===== src/inc/hfcs_pkg.sv =====
package hfcs_pkg;
  // ==========================================================================
  // Register offsets
  localparam logic [7:0] OFS_CTRL_ONE  = 8'h00;
  localparam logic [7:0] OFS_CTRL_TWO  = 8'h04;
  localparam logic [7:0] OFS_PORT_FN   = 8'h08;
  localparam logic [7:0] OFS_WU_CMP    = 8'h0C;
  localparam logic [7:0] OFS_STATUS    = 8'h10;
  localparam logic [7:0] OFS_IRQ_STAT  = 8'h14;
  localparam logic [7:0] OFS_IRQ_MASK  = 8'h18;
  // ==========================================================================
  // Field positions
  localparam int BIT_SRC_SEL  = 0;
  localparam int BIT_INT_EN   = 0;
  localparam int BIT_EXT_EN   = 1;
  localparam int BIT_SLOW_SEL = 2;
  localparam int BIT_PIN_FN   = 0;
  localparam int BIT_ST_EXT   = 0;
  localparam int BIT_ST_SWBSY = 1;
  localparam int BIT_ST_GUARD = 2;
  localparam int BIT_ST_WURUN = 3;
  localparam int EV_WU_DONE   = 0;
  localparam int EV_SW_DONE   = 1;
  localparam int EV_CLK_FAULT = 2;
  localparam int NUM_EV       = 3;
  // ==========================================================================
  // Reset values
  localparam logic       RST_SRC_SEL = 1'b0;
  localparam logic       RST_INT_EN  = 1'b1;
  localparam logic       RST_EXT_EN  = 1'b0;
  localparam logic       RST_SLOW    = 1'b0;
  localparam logic       RST_PIN_FN  = 1'b0;
  localparam logic [7:0] RST_WU_CMP  = 8'h66;
  // ==========================================================================
  // Timing
  localparam logic [1:0] MC_WAIT     = 2'h2;
  localparam int         WU_CNT_W    = 14;
  localparam int         WU_CMP_LSB  = 6;
  // ==========================================================================
  // Warm-up source
  typedef enum logic [0:0] {
    WU_SRC_INT = 1'b0,
    WU_SRC_EXT = 1'b1
  } hfcs_wu_src_t;
endpackage


===== src/hw/hfcs_glitch_sw.sv =====
`timescale 1ns/100ps
`default_nettype none
module hfcs_glitch_sw
  import hfcs_pkg::*;
(
  input  wire logic i_clk,
  input  wire logic i_rst_b,
  input  wire logic i_int_clk,
  input  wire logic i_ext_clk,
  input  wire logic i_sel_ext,
  output logic      o_int_on,
  output logic      o_ext_on,
  output logic      o_hf_ref_clk
);
  logic int_d_ff;
  logic ext_d_ff;
  logic int_s1_ff;
  logic int_s2_ff;
  logic ext_s1_ff;
  logic ext_s2_ff;
  logic int_fall;
  logic ext_fall;
  logic hf_ff;

  // ==========================================================================
  // Edge detection
  always_ff @(posedge i_clk or negedge i_rst_b) begin
    if (!i_rst_b) begin
      int_d_ff <= 1'b0;
      ext_d_ff <= 1'b0;
    end else begin
      int_d_ff <= i_int_clk;
      ext_d_ff <= i_ext_clk;
    end
  end

  assign int_fall = int_d_ff & ~i_int_clk;
  assign ext_fall = ext_d_ff & ~i_ext_clk;

  // ==========================================================================
  // Enable chains, each stepped on its own source's falling edge
  always_ff @(posedge i_clk or negedge i_rst_b) begin
    if (!i_rst_b) begin
      int_s1_ff <= 1'b1;
      int_s2_ff <= 1'b1;
    end else if (int_fall) begin
      int_s1_ff <= ~i_sel_ext & ~ext_s2_ff; // see RL19
      int_s2_ff <= int_s1_ff;               // see RL5
    end
  end

  always_ff @(posedge i_clk or negedge i_rst_b) begin
    if (!i_rst_b) begin
      ext_s1_ff <= 1'b0;
      ext_s2_ff <= 1'b0;
    end else if (ext_fall) begin
      ext_s1_ff <= i_sel_ext & ~int_s2_ff;  // see RL19
      ext_s2_ff <= ext_s1_ff;               // see RL5
    end
  end

  // ==========================================================================
  // Gated output
  always_ff @(posedge i_clk or negedge i_rst_b) begin
    if (!i_rst_b) begin
      hf_ff <= 1'b0;
    end else begin
      hf_ff <= (i_int_clk & int_s2_ff) | (i_ext_clk & ext_s2_ff); // see RL1
    end
  end

  assign o_int_on     = int_s2_ff;
  assign o_ext_on     = ext_s2_ff;
  assign o_hf_ref_clk = hf_ff;

  a_new_after_old: assert property (@(posedge i_clk) disable iff (!i_rst_b) // see RL19
    $rose(ext_s2_ff) |-> $past(!i_ext_clk) && !int_s2_ff)
    else $error("External enable rose while clock high or internal still on");
endmodule // hfcs_glitch_sw
`default_nettype wire


===== src/hw/hfcs_top.sv =====
// Function
// RL1: Select bit 1 drives the reference clock from external, 0 from internal.
// RL2: Reset clears the select bit, so internal oscillator drives the reference.
// RL3: Change to external ends within 2 internal plus 2.5 external periods.
// RL4: Change to internal ends within 2 external plus 2.5 internal periods.
// RL5: Oscillators are synchronised; reference stops at most 2.5 new periods.
// RL6: Clearing internal enable during change to external raises clock reset.
// RL7: Clearing external enable during change to internal raises clock reset.
// RL8: Stopping old oscillator within 2 machine cycles of select raises reset.
// RL9: Select bit writes ignored while slow select bit is 1.
// RL10: External enable set while pin function bit is 0 raises clock reset.
// RL11: Rewriting external enable while already 1 does not restart warm-up.
// RL12: Enabling an oscillator starts it and warm-up; done raises an interrupt.
// RL13: Pin function 0 gives ordinary ports, 1 gives oscillator pins.
// RL14: Software order to external: pins, enable, warm-up, select, wait, stop.
// RL15: Software order to internal: enable, warm-up, select, wait, stop.
// RL16: Software keeps both oscillators running while changing the source.
// RL17: No mode changes with both enabled; stop the unused one after switch.
// RL18: Selected oscillator disabled while reference is main clock raises reset.
// RL19: Glitch-free switch: old clock low first, then new synchronised enable.
//
// Chosen here: the address map and the APB register port.
`timescale 1ns/100ps
`default_nettype none
module hfcs_top
  import hfcs_pkg::*;
(
  input  wire logic        i_clk,
  input  wire logic        i_rst_b,
  input  wire logic        i_psel,
  input  wire logic        i_penable,
  input  wire logic        i_pwrite,
  input  wire logic [7:0]  i_paddr,
  input  wire logic [31:0] i_pwdata,
  output logic      [31:0] o_prdata,
  output logic             o_pready,
  output logic             o_pslverr,
  input  wire logic        i_int_osc,
  input  wire logic        i_osc_in_pin_i,
  input  wire logic        i_osc_out_pin_i,
  input  wire logic [1:0]  i_port_o,
  input  wire logic [1:0]  i_port_oe,
  output logic      [1:0]  o_port_i,
  output logic             o_osc_in_pin_o,
  output logic             o_osc_in_pin_oe,
  output logic             o_osc_out_pin_o,
  output logic             o_osc_out_pin_oe,
  output logic             o_int_osc_en,
  output logic             o_ext_osc_en,
  output logic             o_hf_ref_clk,
  output logic             o_sys_clk_rst,
  output logic             o_irq
);
  logic              src_sel_ff;
  logic              int_en_ff;
  logic              ext_en_ff;
  logic              slow_ff;
  logic              pin_fn_ff;
  logic [7:0]        wu_cmp_ff;
  logic              wu_run_ff;
  hfcs_wu_src_t      wu_src_ff;
  logic [WU_CNT_W-1:0] wu_cnt_ff;
  logic              wu_src_d_ff;
  logic [1:0]        guard_ff;
  logic              hf_d_ff;
  logic              busy_d_ff;
  logic              rst_ff;
  logic [NUM_EV-1:0] irq_stat_ff;
  logic [NUM_EV-1:0] irq_mask_ff;
  logic              irq_ff;
  logic [31:0]       prdata_ff;
  logic              pready_ff;
  logic              pslverr_ff;
  logic [1:0]        port_i_ff;
  logic              in_o_ff;
  logic              in_oe_ff;
  logic              out_o_ff;
  logic              out_oe_ff;
  logic              setup;
  logic              wr;
  logic              wr_one;
  logic              wr_two;
  logic              int_clk;
  logic              ext_clk;
  logic              sw_int_on;
  logic              sw_ext_on;
  logic              sw_busy;
  logic              guard_busy;
  logic              chg_busy;
  logic              fault_c;
  logic              wu_src_lvl;
  logic              wu_edge;
  logic              ext_start;
  logic              int_start;
  logic [NUM_EV-1:0] ev;
  logic [31:0]       nxt_rdata;
  logic              nxt_err;

  // ==========================================================================
  // APB access
  assign setup  = i_psel & ~i_penable;
  assign wr     = i_psel & i_penable & i_pwrite & pready_ff;
  assign wr_one = wr & (i_paddr == OFS_CTRL_ONE);
  assign wr_two = wr & (i_paddr == OFS_CTRL_TWO);

  always_comb begin
    nxt_rdata = 32'h0000_0000;
    nxt_err   = 1'b0;
    unique case (i_paddr)
      OFS_CTRL_ONE: nxt_rdata[BIT_SRC_SEL] = src_sel_ff;
      OFS_CTRL_TWO: begin
        nxt_rdata[BIT_INT_EN]   = int_en_ff;
        nxt_rdata[BIT_EXT_EN]   = ext_en_ff;
        nxt_rdata[BIT_SLOW_SEL] = slow_ff;
      end
      OFS_PORT_FN:  nxt_rdata[BIT_PIN_FN] = pin_fn_ff;
      OFS_WU_CMP:   nxt_rdata[7:0] = wu_cmp_ff;
      OFS_STATUS: begin
        nxt_rdata[BIT_ST_EXT]   = sw_ext_on;
        nxt_rdata[BIT_ST_SWBSY] = sw_busy;
        nxt_rdata[BIT_ST_GUARD] = guard_busy;
        nxt_rdata[BIT_ST_WURUN] = wu_run_ff;
      end
      OFS_IRQ_STAT: nxt_rdata[NUM_EV-1:0] = irq_stat_ff;
      OFS_IRQ_MASK: nxt_rdata[NUM_EV-1:0] = irq_mask_ff;
      default:      nxt_err = 1'b1;
    endcase
  end

  always_ff @(posedge i_clk or negedge i_rst_b) begin
    if (!i_rst_b) begin
      pready_ff  <= 1'b0;
      pslverr_ff <= 1'b0;
      prdata_ff  <= 32'h0000_0000;
    end else begin
      pready_ff  <= setup;
      pslverr_ff <= setup & nxt_err;
      prdata_ff  <= (setup && !i_pwrite) ? nxt_rdata : 32'h0000_0000;
    end
  end

  // ==========================================================================
  // Control registers
  always_ff @(posedge i_clk or negedge i_rst_b) begin
    if (!i_rst_b) begin
      src_sel_ff <= RST_SRC_SEL; // see RL2
    end else if (wr_one && !slow_ff) begin
      src_sel_ff <= i_pwdata[BIT_SRC_SEL]; // see RL9
    end
  end

  always_ff @(posedge i_clk or negedge i_rst_b) begin
    if (!i_rst_b) begin
      int_en_ff <= RST_INT_EN;
      ext_en_ff <= RST_EXT_EN;
      slow_ff   <= RST_SLOW;
    end else if (wr_two) begin
      int_en_ff <= i_pwdata[BIT_INT_EN];
      ext_en_ff <= i_pwdata[BIT_EXT_EN];
      slow_ff   <= i_pwdata[BIT_SLOW_SEL];
    end
  end

  always_ff @(posedge i_clk or negedge i_rst_b) begin
    if (!i_rst_b) begin
      pin_fn_ff <= RST_PIN_FN;
      wu_cmp_ff <= RST_WU_CMP;
    end else begin
      if (wr && i_paddr == OFS_PORT_FN) begin
        pin_fn_ff <= i_pwdata[BIT_PIN_FN];
      end
      if (wr && i_paddr == OFS_WU_CMP) begin
        wu_cmp_ff <= i_pwdata[7:0];
      end
    end
  end

  // ==========================================================================
  // Oscillator gating and shared pins
  assign int_clk = i_int_osc & int_en_ff;
  assign ext_clk = i_osc_in_pin_i & pin_fn_ff & ext_en_ff; // see RL13

  always_ff @(posedge i_clk or negedge i_rst_b) begin
    if (!i_rst_b) begin
      port_i_ff <= 2'h0;
      in_o_ff   <= 1'b0;
      in_oe_ff  <= 1'b0;
      out_o_ff  <= 1'b0;
      out_oe_ff <= 1'b0;
    end else if (pin_fn_ff) begin
      port_i_ff <= 2'h0; // see RL13
      in_o_ff   <= 1'b0;
      in_oe_ff  <= 1'b0;
      out_o_ff  <= ~i_osc_in_pin_i;
      out_oe_ff <= ext_en_ff;
    end else begin
      port_i_ff <= {i_osc_out_pin_i, i_osc_in_pin_i}; // see RL13
      in_o_ff   <= i_port_o[0];
      in_oe_ff  <= i_port_oe[0];
      out_o_ff  <= i_port_o[1];
      out_oe_ff <= i_port_oe[1];
    end
  end

  // ==========================================================================
  // Reference clock switch
  hfcs_glitch_sw u_sw (
    .i_clk        (i_clk),
    .i_rst_b      (i_rst_b),
    .i_int_clk    (int_clk),
    .i_ext_clk    (ext_clk),
    .i_sel_ext    (src_sel_ff),
    .o_int_on     (sw_int_on),
    .o_ext_on     (sw_ext_on),
    .o_hf_ref_clk (o_hf_ref_clk)
  );

  // Busy until the new source alone is enabled
  assign sw_busy = src_sel_ff ? (~sw_ext_on | sw_int_on) : (~sw_int_on | sw_ext_on); // see RL3 see RL4

  // Two machine cycles counted on reference clock rising edges
  always_ff @(posedge i_clk or negedge i_rst_b) begin
    if (!i_rst_b) begin
      guard_ff <= 2'h0;
      hf_d_ff  <= 1'b0;
    end else begin
      hf_d_ff <= o_hf_ref_clk;
      if (wr_one && !slow_ff && (i_pwdata[BIT_SRC_SEL] != src_sel_ff)) begin
        guard_ff <= MC_WAIT; // see RL8
      end else if (!sw_busy && guard_ff != 2'h0 && o_hf_ref_clk && !hf_d_ff) begin
        guard_ff <= guard_ff - 2'h1;
      end
    end
  end

  assign guard_busy = (guard_ff != 2'h0);
  assign chg_busy   = sw_busy | guard_busy;

  // ==========================================================================
  // System clock reset
  always_comb begin
    fault_c = 1'b0;
    if (!int_en_ff && (chg_busy || (!slow_ff && !src_sel_ff))) begin
      fault_c = 1'b1; // see RL6 see RL8 see RL18
    end
    if (!ext_en_ff && (chg_busy || (!slow_ff && src_sel_ff))) begin
      fault_c = 1'b1; // see RL7 see RL8 see RL18
    end
    if (ext_en_ff && !pin_fn_ff) begin
      fault_c = 1'b1; // see RL10
    end
  end

  always_ff @(posedge i_clk or negedge i_rst_b) begin
    if (!i_rst_b) begin
      rst_ff <= 1'b0;
    end else begin
      rst_ff <= fault_c;
    end
  end

  // ==========================================================================
  // Warm-up counter
  assign ext_start  = wr_two & i_pwdata[BIT_EXT_EN] & ~ext_en_ff; // see RL11
  assign int_start  = wr_two & i_pwdata[BIT_INT_EN] & ~int_en_ff;
  assign wu_src_lvl = (wu_src_ff == WU_SRC_EXT) ? ext_clk : int_clk;
  assign wu_edge    = wu_src_lvl & ~wu_src_d_ff;

  always_ff @(posedge i_clk or negedge i_rst_b) begin
    if (!i_rst_b) begin
      wu_run_ff   <= 1'b0;
      wu_src_ff   <= WU_SRC_INT;
      wu_cnt_ff   <= '0;
      wu_src_d_ff <= 1'b0;
    end else begin
      wu_src_d_ff <= wu_src_lvl;
      if (ext_start || int_start) begin
        wu_run_ff <= 1'b1; // see RL12
        wu_src_ff <= ext_start ? WU_SRC_EXT : WU_SRC_INT;
        wu_cnt_ff <= '0;
      end else if (wu_run_ff && wu_cnt_ff[WU_CNT_W-1:WU_CMP_LSB] == wu_cmp_ff) begin
        wu_run_ff <= 1'b0;
      end else if (wu_run_ff && wu_edge) begin
        wu_cnt_ff <= wu_cnt_ff + 1'b1;
      end
    end
  end

  // ==========================================================================
  // Interrupts
  always_ff @(posedge i_clk or negedge i_rst_b) begin
    if (!i_rst_b) begin
      busy_d_ff <= 1'b0;
    end else begin
      busy_d_ff <= sw_busy;
    end
  end

  assign ev[EV_WU_DONE]   = wu_run_ff & (wu_cnt_ff[WU_CNT_W-1:WU_CMP_LSB] == wu_cmp_ff)
                            & ~ext_start & ~int_start; // see RL12
  assign ev[EV_SW_DONE]   = busy_d_ff & ~sw_busy;
  assign ev[EV_CLK_FAULT] = fault_c & ~rst_ff;

  always_ff @(posedge i_clk or negedge i_rst_b) begin
    if (!i_rst_b) begin
      irq_stat_ff <= '0;
      irq_mask_ff <= '0;
      irq_ff      <= 1'b0;
    end else begin
      if (wr && i_paddr == OFS_IRQ_STAT) begin
        irq_stat_ff <= (irq_stat_ff & ~i_pwdata[NUM_EV-1:0]) | ev;
      end else begin
        irq_stat_ff <= irq_stat_ff | ev;
      end
      if (wr && i_paddr == OFS_IRQ_MASK) begin
        irq_mask_ff <= i_pwdata[NUM_EV-1:0];
      end
      irq_ff <= |(irq_stat_ff & irq_mask_ff);
    end
  end

  // ==========================================================================
  // Outputs
  assign o_prdata         = prdata_ff;
  assign o_pready         = pready_ff;
  assign o_pslverr        = pslverr_ff;
  assign o_port_i         = port_i_ff;
  assign o_osc_in_pin_o   = in_o_ff;
  assign o_osc_in_pin_oe  = in_oe_ff;
  assign o_osc_out_pin_o  = out_o_ff;
  assign o_osc_out_pin_oe = out_oe_ff;
  assign o_int_osc_en     = int_en_ff;
  assign o_ext_osc_en     = ext_en_ff;
  assign o_sys_clk_rst    = rst_ff;
  assign o_irq            = irq_ff;

  // ==========================================================================
  // Assertions
  a_select_write_gate: assert property (@(posedge i_clk) disable iff (!i_rst_b) // see RL9
    $changed(src_sel_ff) |-> $past(wr_one) && !$past(slow_ff))
    else $error("Select bit changed without a write in normal mode");

  a_ref_follows_src: assert property (@(posedge i_clk) disable iff (!i_rst_b) // see RL1
    !sw_busy |=> o_hf_ref_clk == $past(src_sel_ff ? ext_clk : int_clk))
    else $error("Reference clock not following the selected source");

  a_int_stop_reset: assert property (@(posedge i_clk) disable iff (!i_rst_b) // see RL6
    (!int_en_ff && src_sel_ff && chg_busy) |=> o_sys_clk_rst)
    else $error("No clock reset on internal stop during change");

  a_ext_stop_reset: assert property (@(posedge i_clk) disable iff (!i_rst_b) // see RL7
    (!ext_en_ff && !src_sel_ff && chg_busy) |=> o_sys_clk_rst)
    else $error("No clock reset on external stop during change");

  a_pin_fn_reset: assert property (@(posedge i_clk) disable iff (!i_rst_b) // see RL10
    (ext_en_ff && !pin_fn_ff) |=> o_sys_clk_rst)
    else $error("No clock reset with external enabled on plain ports");

  a_main_dead_reset: assert property (@(posedge i_clk) disable iff (!i_rst_b) // see RL18
    (!slow_ff && !src_sel_ff && !int_en_ff) |=> o_sys_clk_rst)
    else $error("No clock reset with selected source stopped");

  a_wu_no_restart: assert property (@(posedge i_clk) disable iff (!i_rst_b) // see RL11
    (wr_two && i_pwdata[BIT_EXT_EN] && ext_en_ff && !int_start && wu_cnt_ff != '0)
    |=> wu_cnt_ff != '0)
    else $error("Warm-up restarted by a repeated enable write");

  a_wu_start: assert property (@(posedge i_clk) disable iff (!i_rst_b) // see RL12
    $rose(ext_en_ff) |-> wu_run_ff && wu_cnt_ff == '0 && wu_src_ff == WU_SRC_EXT)
    else $error("Warm-up not started with external oscillator");

  a_pin_release: assert property (@(posedge i_clk) disable iff (!i_rst_b) // see RL13
    pin_fn_ff |=> !o_osc_in_pin_oe)
    else $error("Input pin driven while used as oscillator pin");
endmodule // hfcs_top
`default_nettype wire


===== config.mk =====
export PLATFORM = sky130hd
export DESIGN_NAME = hfcs_top
export DESIGN_NICKNAME = d
export VERILOG_FILES = /design/src/inc/hfcs_pkg.sv /design/src/hw/hfcs_glitch_sw.sv /design/src/hw/hfcs_top.sv
export SDC_FILE = /design/constraint.sdc
export NUM_CORES = 1
export LEC_CHECK = 0
export BUFFER_PORTS_ARGS = -buffer_cell sky130_fd_sc_hd__buf_2
export CAP_MARGIN = 15
export CORE_ASPECT_RATIO = 1.2
export CORE_MARGIN = 2
export CORE_UTILIZATION = 45
export DETAILED_ROUTE_END_ITERATION = 12
export PLACE_DENSITY = 0.69
export SLEW_MARGIN = 5
export SYNTH_ARGS = -nofsm -noshare
export SYNTH_HDL_FRONTEND = slang
export SYNTH_SLANG_ARGS = --single-unit

===== constraint.sdc =====
create_clock -name i_clk -period 3 [get_ports i_clk]
set_input_delay 0.15 -clock i_clk [delete_from_list [all_inputs] [get_ports i_clk]]
set_output_delay 0.15 -clock i_clk [all_outputs]
set_load 0.01 [all_outputs]

# Word-level counts from Yosys, hierarchy flattened
# Index checks and enable logic that the tools add are counted.
totals:
  out_inout_bits: 45
  regBits: 65
classes:
  n_addsub: 2
  n_reduce_logical: 36
  bitwise: 49
  n_eq_ne: 9
  muxes: 25
ops:
  columns: ["op", "n"]
  rows:
  - ["2-to-1 mux 14 bit", 3]
  - ["bitwise AND 1 bit", 26]
  - ["== test 8 x 5 -> 1 bit (second input constant)", 3]
  - ["logical AND 1 bit", 17]
  - ["== test 8 x 4 -> 1 bit (second input constant)", 2]
  - ["adder 14 x 1 -> 14 bit (second input constant)", 1]
  - ["inverter 1 bit", 14]
  - ["2-to-1 mux 1 bit", 13]
  - ["case mux 2 bit (5 select lines)", 1]
  - ["== test 8 x 3 -> 1 bit (second input constant)", 1]
  - ["== test 8 bit", 1]
  - ["zero test 1 bit", 8]
  - ["zero test 8 bit", 1]
  - ["2-to-1 mux 8 bit", 1]
  - ["nonzero test 2 bit", 4]
  - ["case mux 1 bit (7 select lines)", 1]
  - ["OR reduction 7 bit", 1]
  - ["bitwise AND 3 bit", 2]
  - ["2-to-1 mux 2 bit", 3]
  - ["bitwise OR 3 bit", 2]
  - ["2-to-1 mux 4 bit", 1]
  - ["bitwise OR 1 bit", 4]
  - ["logical OR 1 bit", 3]
  - ["2-to-1 mux 3 bit", 1]
  - ["other kinds (7)", 7]

# Longest topological paths before layout
# Gate-level depths: netlist (run 1).
depth:
  word_depth: 12
  mapped_depth: 7

# Hierarchy
# From an unflattened synthesis (run 1), not the netlist that was laid out.
unflattened:
  cells_unflattened: 308
  area_unflattened_um2: 3335.7
by_module_without_submodules:
  columns: ["module", "cells_each", "area_each_um2", "n_inst"]
  rows:
  - ["hfcs_top", 292, 3059.2, 1]
  - ["hfcs_glitch_sw", 16, 276.5, 1]

# Worst setup path before layout (run 1)
# OpenSTA, ideal clock, no wires.
synth_path:
  path_kind: "register to register"
  start: "reg int_en_ff, in the netlist o_int_osc_en"
  end: "reg wu_cnt_ff[4]"
  required_ps: 2923
  arrival_ps: 1650
  stages_incl_launch_ff: 7
  slack_ps: 1273
  path_cell_list: "dfstp_2 -> nand2_1 -> o22ai_2 -> o211ai_2 -> clkbuf_1 -> or3_1 -> a21oi_1"
synth_via:
  elab_chain_cells: 6
  elab_cells_between_ends: 11
  classes_between: "eq/ne: 1; mux: 2; bitwise: 4; reduce/logical: 4"
synth_lines:
  columns: ["element", "line", "text"]
  rows:
  - ["start, declared", "hfcs_top.sv:55", "logic int_en_ff;"]
  - ["start signal, assigned", "hfcs_top.sv:158", "int_en_ff <= i_pwdata[BIT_INT_EN];"]
  - ["bitwise AND 1 bit", "hfcs_top.sv:180", "assign int_clk = i_int_osc & int_en_ff;"]
  - ["2-to-1 mux 1 bit", "hfcs_top.sv:266", "assign wu_src_lvl = (wu_src_ff == WU_SRC_EXT) ? ext_clk : int_clk;"]
  - ["named net wu_src_lvl", "hfcs_top.sv:91", "logic wu_src_lvl;"]
  - ["bitwise AND 1 bit", "hfcs_top.sv:267", "assign wu_edge = wu_src_lvl & ~wu_src_d_ff;"]
  - ["logical AND 1 bit", "hfcs_top.sv:283", "end else if (wu_run_ff && wu_edge) begin"]
  - ["nonzero test 2 bit (no line)", null, null]
  - ["AND reduction 2 bit (no line)", null, null]
  - ["end signal, assigned", "hfcs_top.sv:284", "wu_cnt_ff <= wu_cnt_ff + 1'b1;"]
  - ["end, declared", "hfcs_top.sv:62", "logic [WU_CNT_W-1:0] wu_cnt_ff;"]
# The timed path passes the listed nets, and every way through them passes these cells.
# A chain may end at the register's enable or synchronous reset.

# Worst setup path after layout (run 1)
layout_path:
  start: "reg pin_fn_ff"
  end: "reg wu_cnt_ff[7]"
layout_via:
  elab_chain_cells: 7
layout_lines:
  columns: ["element", "line", "text"]
  rows:
  - ["start, declared", "hfcs_top.sv:58", "logic pin_fn_ff;"]
  - ["start signal, assigned", "hfcs_top.sv:170", "pin_fn_ff <= i_pwdata[BIT_PIN_FN];"]
  - ["bitwise AND 1 bit (2 in a row)", "hfcs_top.sv:181", "assign ext_clk = i_osc_in_pin_i & pin_fn_ff & ext_en_ff;"]
  - ["2-to-1 mux 1 bit", "hfcs_top.sv:266", null]
  - ["named net wu_src_lvl", "hfcs_top.sv:91", null]
  - ["bitwise AND 1 bit", "hfcs_top.sv:267", null]
  - ["logical AND 1 bit", "hfcs_top.sv:283", null]
  - ["nonzero test 2 bit (no line)", null, null]
  - ["AND reduction 2 bit (no line)", null, null]
# The timed path passes the listed nets, and every way through them passes these cells.

==> impl_metrics.json, run 1 <==
{
  "async_flop_share": 1.000,
  "yosysTopAreaCell": "dfrtp_1",
  "grt_max_degree": 28,
  "gr-total-overflow": 0,
  "die_x_um": 81.29,
  "initial_core_util": 0.4678,
  "final_util": 0.5288,
  "port_buffers": 48,
  "synth_cell_types": 51,
  "dpl.cell_count": 427,
  "ys_seq_area_frac": 0.5070,
  "final_cell_mix": "dfrtp_1 (58), buf_2 (48), conb_1 (24), nand2_1 (22), mux2_2 (21)",
  "clkTransAtPathRegs_ns": 0.07,
  "dr.first_iter.drc_count": 88,
  "setup-tns-final_ns": 0,
  "synth_top_family_by_area": "simple AND/OR/NAND/NOR gates",
  "cts_max_level": 3,
  "cts_tree": "yes",
  "finalCriticalPeriod_ns": 2.212,
  "regArea_sq_um": 1635,
  "area_delta_synth_final_pct": 13.03,
  "post-cts-setup-buffers": 0,
  "path_max_fanout": 27,
  "setup_viol": 0,
  "row_count": 33,
  "max-slew-margin-rel": 0.3780,
  "slew_violations": 0,
  "hold_path_class": "input pin to flop",
  "final_layout_size_suffix_gt1_frac": 0.2829,
  "cts-root-buf": "clkbuf_8",
  "cp-end-kind": "flop",
  "pin_count": 97,
  "muxShareOfSynthArea": 0.08262,
  "synth_area_sq_um": 3226,
  "clock_path_buffers": 2,
  "clock_latency_ns": 0.34,
  "viasPerCell": 5.196,
  "grt_util_all_layers": 0.1745,
  "cts_buffers": 9,
  "dr_total_vias": 2307,
  "start_kind": "flop",
  "first_pass_iters": 4,
  "peakVddDrop_mv": 0.2687,
  "synth_fa_ha_area_frac": 0.007758,
  "antenna_cells": 0,
  "synth_area_leaders": "dfrtp_1 (45%), mux2_2 (7.3%), dfstp_2 (5.7%)",
  "nNetsFinal": 406,
  "drc": 0,
  "status": "finished, final reports clean",
  "fin_hold_ws_ns": 0.02377,
  "max_freq_mhz": 452.0,
  "synth_compound_area_frac": 0.1074,
  "crit_arrival_ns": 2.47,
  "core_area_sq_um": 6895,
  "gp_congestion": 0.8414,
  "rsz0062_at_grt": "no",
  "synth_edf_count": 0,
  "final_common_cell": "dfrtp_1",
  "p_per_area_nw_per_um2": 464.1,
  "ys_warn_count": 0,
  "synth_top_area_frac": 0.4500,
  "path_class": "flop to flop",
  "hold_viol": 0,
  "syn-instance-count": 299,
  "required_ns": 3.26,
  "die_height_um": 96.75,
  "yosys.area_share.simple": 0.1761,
  "antenna_found_initial": 0,
  "syn_avg_cell_area_sq_um": 10.79,
  "worst_slew_pin_slew_ns": 0.9303,
  "wl_per_cell_um": 13.90,
  "dp_hpwl_um": 4623,
  "multi_input_area_sq_um": 1393,
  "dieArea_sq_um": 7864,
  "cellLeakagePower_nw": 1.745,
  "synth-seq-cells": 65,
  "nFillCells": 613,
  "fin_crit_sh": 0.7375,
  "finClkSkew_ns": 0.01257,
  "grt_pass1_vias": 2179,
  "synth_xor_area_frac": 0.02987,
  "routed_wl_um": 6172,
  "ant_nets": 0,
  "drv_cap": 0,
  "grt_pass1_wl_um": 10540,
  "instances_no_fill": 444,
  "ys.flop_type": "dfrtp_1",
  "clock_sinks": 65
}
-- path summary, 6_finish.rpt --
kind                                   start       endpoint  slack, ns  cells after the start
setup / recovery                   pin_fn_ff   wu_cnt_ff[7]       0.79                      5
hold / removal               i_osc_out_pin_i    o_port_i[1]       0.02                      2
setup reg to reg                   pin_fn_ff   wu_cnt_ff[7]       0.79                      5
hold reg to reg            u_sw.o_hf_ref_clk        hf_d_ff       0.39                      0
max in group asynchronous            i_rst_b  u_sw.o_int_on       1.88                      3
min in group asynchronous            i_rst_b   wu_cmp_ff[4]       0.34                      2
-- timing repair --
item                       CTS  global route
setup endpoints to repair    0             0
gates resized for setup      0             0
hold endpoints to repair    19             0
hold buffers                 1             0
-- layout make-up --
type,instances,share of cell area
clock buffer,11,0.03603
clock inverter,5,0.01544
inverter,15,0.01544
multi-input combinational,210,0.3820
tap,87,0.02986
sequential,65,0.4485
timing repair buffer,51,0.07275
-- metrics by stage --
stage	total power, mW	cell area (sq um)	setup WS [ns]
6_report	1.692	3646	0.7876
5_1_grt	1.772	3646	0.5516
4_1_cts	1.718	3646	0.7864
3_5_place_dp	1.001	3448	0.8002
3_3_place_gp	0.9991	3448	0.8366
2_1_floorplan	0.9705	3312	1.273
-- flip-flops by register name (all words and copies together), names as in the netlist, 2 cells and up --
| name | flops |
|---|---|
| guard_ff | 2 |
| irq_mask_ff | 3 |
| irq_stat_ff | 3 |
| o_port_i | 2 |
| o_prdata | 8 |
| wu_cmp_ff | 8 |
| wu_cnt_ff | 14 |
-- cells in the mapped netlist (all sizes together) (8+ instances only) --
cell   count
dfrtp     58
nand3     10
buf       28
nand2     22
inv       15
o21ai     17
a21oi     17
mux2      21
xnor2      9
nor2       8
-- report_power, final --
part	switching [mW]	internal, mW
clock	0.325	0.383
sequential	0.00338	0.885
combinational	0.0650	0.0310
total	0.394	1.30
-- logic make-up after synthesis --
logic type	count (synthesis)
simple gates	95
flops	65
compound gates	54
buf+inv	47
mux	24
xor+xnor	11
fa+ha+maj	2
other cells	1
-- metal layers --
metal | GRT usage | part of all wire
met2 | 0.2711 | 0.51
met3 | 0.03172 | 0.039
met1 | 0.2279 | 0.43
met4 | 0.09257 | 0.023
met5 | 0 | 0
-- worst max-delay path, stage by stage (launching register included) --
cell,delay (ns)
dfrtp_1,0.54
nand2_1,0.20
o22ai_2,0.18
o211ai_2,0.42
or4_1,0.63
a21oi_1,0.16
Power figures use the tool's default switching activity.
==> run 2: changes to the inputs <==
Settings changed: ABC_AREA set to 1, PLACE_DENSITY 0.69 to 0.68.
Clock period 3 ns to 2.1 ns, I/O delays scaled along.
==> run 2 against run 1 <==
  * Global-route usage up 0.92 points
  * Synthesized cell count up 56%
  * First-iteration DRC count up 70%
  * Critical endpoint is now wu_cnt_ff[5]
  * Largest cell class unchanged
==> impl_metrics.json, run 2 <==
{
  "status": "finished, final reports clean",
  "hold_path.startpoint": "i_pwdata[6]",
  "hold_viol": 0,
  "die_x_um": 84.99,
  "crit_slowest_cell": "dfstp_2",
  "yosysTopAreaCell": "dfrtp_1",
  "grt_util_all_layers": 0.1836,
  "start_kind": "flop",
  "regToRegSetupSlack_ns": 0.34,
  "reg2reg_to": "wu_cnt_ff[5]",
  "cts_buffers": 9,
  "dieArea_sq_um": 8600,
  "hold_path_class": "input pin to flop",
  "intPower_mw": 2.028,
  "hold_depth": 3,
  "initial_core_util": 0.4622,
  "grt_pass1_vias": 2925,
  "switching_share": 0.2307,
  "pwr-share-comb": 0.059,
  "worst_slew_pin_slew_ns": 0.5517,
  "grt_max_degree": 66,
  "dr.first_iter.drc_count": 150,
  "clock_power_share": 0.456,
  "synth_area_leaders": "dfrtp_1 (41%), nand2_1 (15%), inv_1 (6.8%)",
  "drv_cap": 0,
  "clkTransAtPathRegs_ns": 0.08,
  "port_buffers": 48,
  "sequentialPowerShare": 0.485,
  "antenna_found_initial": 0,
  "final_cell_mix": "nand2_1 (137), inv_1 (64), dfrtp_1 (58), buf_2 (48), nor2_1 (42)",
  "clock_latency_ns": 0.34,
  "crit_chain": "xnor2_1 -> nand2_1 -> nor2_1 -> nand3_1 -> nand4_1 -> nand2_1",
  "slew_violations": 0,
  "cts_max_level": 3,
  "final_common_cell": "nand2_1",
  "multi_input_area_sq_um": 1496,
  "antenna_cells": 0,
  "ys_warn_count": 0,
  "gr-total-overflow": 0,
  "peakVddDrop_mv": 0.4084,
  "row_count": 35,
  "path_max_fanout": 13,
  "reg2regPathDepth": 6,
  "viasPerCell": 4.864,
  "gp_congestion": 0.8584,
  "wl_per_cell_um": 11.93,
  "dr_total_vias": 3045,
  "cts_tree": "yes",
  "ys_top_cells_by_count": "nand2_1 (137), inv_1 (64), dfrtp_1 (58), nor2_1 (42), nand3_1 (30)",
  "core_area_sq_um": 7664,
  "cp_slowest_stage_delay_ns": 0.57,
  "rsz0062_at_grt": "no",
  "cp-end-kind": "flop",
  "regMostFlops": "wu_cnt_ff",
  "max_freq_mhz": 568.9,
  "pin_count": 97,
  "regArea_sq_um": 1635,
  "synth_cell_types": 29,
  "die_height_um": 101.2,
  "placed_area_sq_um": 3762,
  "async_flop_share": 1.000,
  "crit_top_cell": "nand2_1",
  "cts-root-buf": "clkbuf_8",
  "finClkSkew_ns": 0.009662,
  "setup_viol": 0,
  "first_pass_iters": 6,
  "final_cell_area_sq_um": 4090,
  "finalCriticalPeriod_ns": 1.758,
  "yosysMostFrequentCell": "nand2_1",
  "grt_pass1_wl_um": 12750,
  "ys_seq_area_frac": 0.4617,
  "syn-instance-count": 467,
  "setup-tns-final_ns": 0,
  "fin_crit_sh": 0.8370,
  "nNetsFinal": 583,
  "clock_sinks": 65,
  "p_per_area_nw_per_um2": 644.6,
  "synth_area_sq_um": 3542,
  "path_class": "flop to flop",
  "largest_register_ffs": 14,
  "ys.flop_type": "dfrtp_1",
  "nFillCells": 732,
  "p_switching_uw": 608.1,
  "clock_path_buffers": 2,
  "max-slew-margin-rel": 0.6312,
  "required_ns": 2.33,
  "final_layout_size_suffix_gt1_frac": 0.1573,
  "area_delta_synth_final_pct": 15.47,
  "syn_avg_cell_area_sq_um": 7.585,
  "cellLeakagePower_nw": 2.228,
  "r2r_start": "wu_cmp_ff[2]",
  "synth_edf_count": 0,
  "dp_hpwl_um": 5403,
  "synth-seq-cells": 65,
  "crit_arrival_ns": 1.99,
  "ant_nets": 0,
  "min_to": "wu_cmp_ff[6]",
  "drc": 0,
  "synth_top_area_frac": 0.4097,
  "routed_wl_um": 7469
}
run 2: changes by cell type in the layout (fill, tap and decap cells not counted), sizes merged, moves of 13 or more:
cell,before,now
nand2,22,139
inv,15,69
nor2,8,46
mux2,21,0
nand3,10,31
nand4,7,20
run 2: worst max-delay path: cells and delay by family, from the launching register on:
family | cells | cell delay [ns]
simple gates | 5 | 0.93
flops | 1 | 0.57
xor+xnor | 1 | 0.14
run 2: routing by layer:
| metal | global-route usage | up-vias | wire length [um] |
|---|---|---|---|
| met5 | 0 | - | 0 |
| li1 | - | 1541 | - |
| met3 | 0.03178 | 9 | 306 |
| met1 | 0.2280 | 1423 | 3393 |
| met2 | 0.3137 | 72 | 3667 |
| met4 | 0.08303 | 0 | 102 |
run 2: cell families after synthesis:
family | Yosys count | share of synthesized area
flops | 65 | 0.4617
xor+xnor | 11 | 0.02720
fa+ha+maj | 2 | 0.007064
buf+inv | 99 | 0.1402
compound gates | 42 | 0.06288
other cells | 1 | 0.001059
simple gates | 247 | 0.2999
run 2: worst max path at each step:
| stage | from | end | slack, ns | cells past startpoint |
|---|---|---|---|---|
| 4_1_cts | wu_cmp_ff[2] | wu_cnt_ff[5] | 0.35 | 6 |
| 3_3_place_gp | wu_cmp_ff[5] | wu_cnt_ff[12] | 0.38 | 7 |
| 2_1_floorplan | wu_cmp_ff[5] | wu_cnt_ff[11] | 0.67 | 8 |
| 6_report | wu_cmp_ff[2] | wu_cnt_ff[5] | 0.34 | 6 |
| 3_5_place_dp | wu_cmp_ff[2] | wu_cnt_ff[5] | 0.37 | 6 |
| 5_1_grt | pin_fn_ff | wu_cnt_ff[1] | 0.14 | 8 |
run 2: repair_timing:
item                                    in CTS  in global routing
gates resized for setup                      0                  0
hold endpoints to repair                    67                  1
endpoints found under the setup margin       0                  0
buffers inserted                             0                  0
hold buffers                                 9                  1
run 2: layout make-up:
class,instances,area share
well taps,92,0.02814
repair buffers,59,0.08810
multi-input cells,326,0.3659
flip-flops and latches,65,0.3998
inverters,68,0.06240
clock inverters,6,0.02203
clock buffers,10,0.03365
run 2: power by group through the flow:
stage                     registers [mW]  clock network, mW  logic (mW)
final                               1.28               1.20       0.155
after global routing                1.28               1.30       0.179
after CTS                           1.28               1.23       0.156
after detailed placement            1.30                  0       0.142
after global placement              1.30                  0       0.140
after floorplan                     1.30                  0       0.100
run 2: per-stage QoR:
stage               hold WS (ns)  total power [mW]  cells    util  setup WS (ns)
floorplan                -0.1906             1.402    490       -         0.6693
global placement          0.1479             1.441    600  0.4909         0.3834
detailed placement        0.1428             1.444    600  0.4909         0.3726
CTS                     0.001307             2.666    625  0.5324         0.3500
global route             0.01995             2.757    626  0.5337         0.1395
finish                   0.01067             2.636    626  0.5337         0.3422
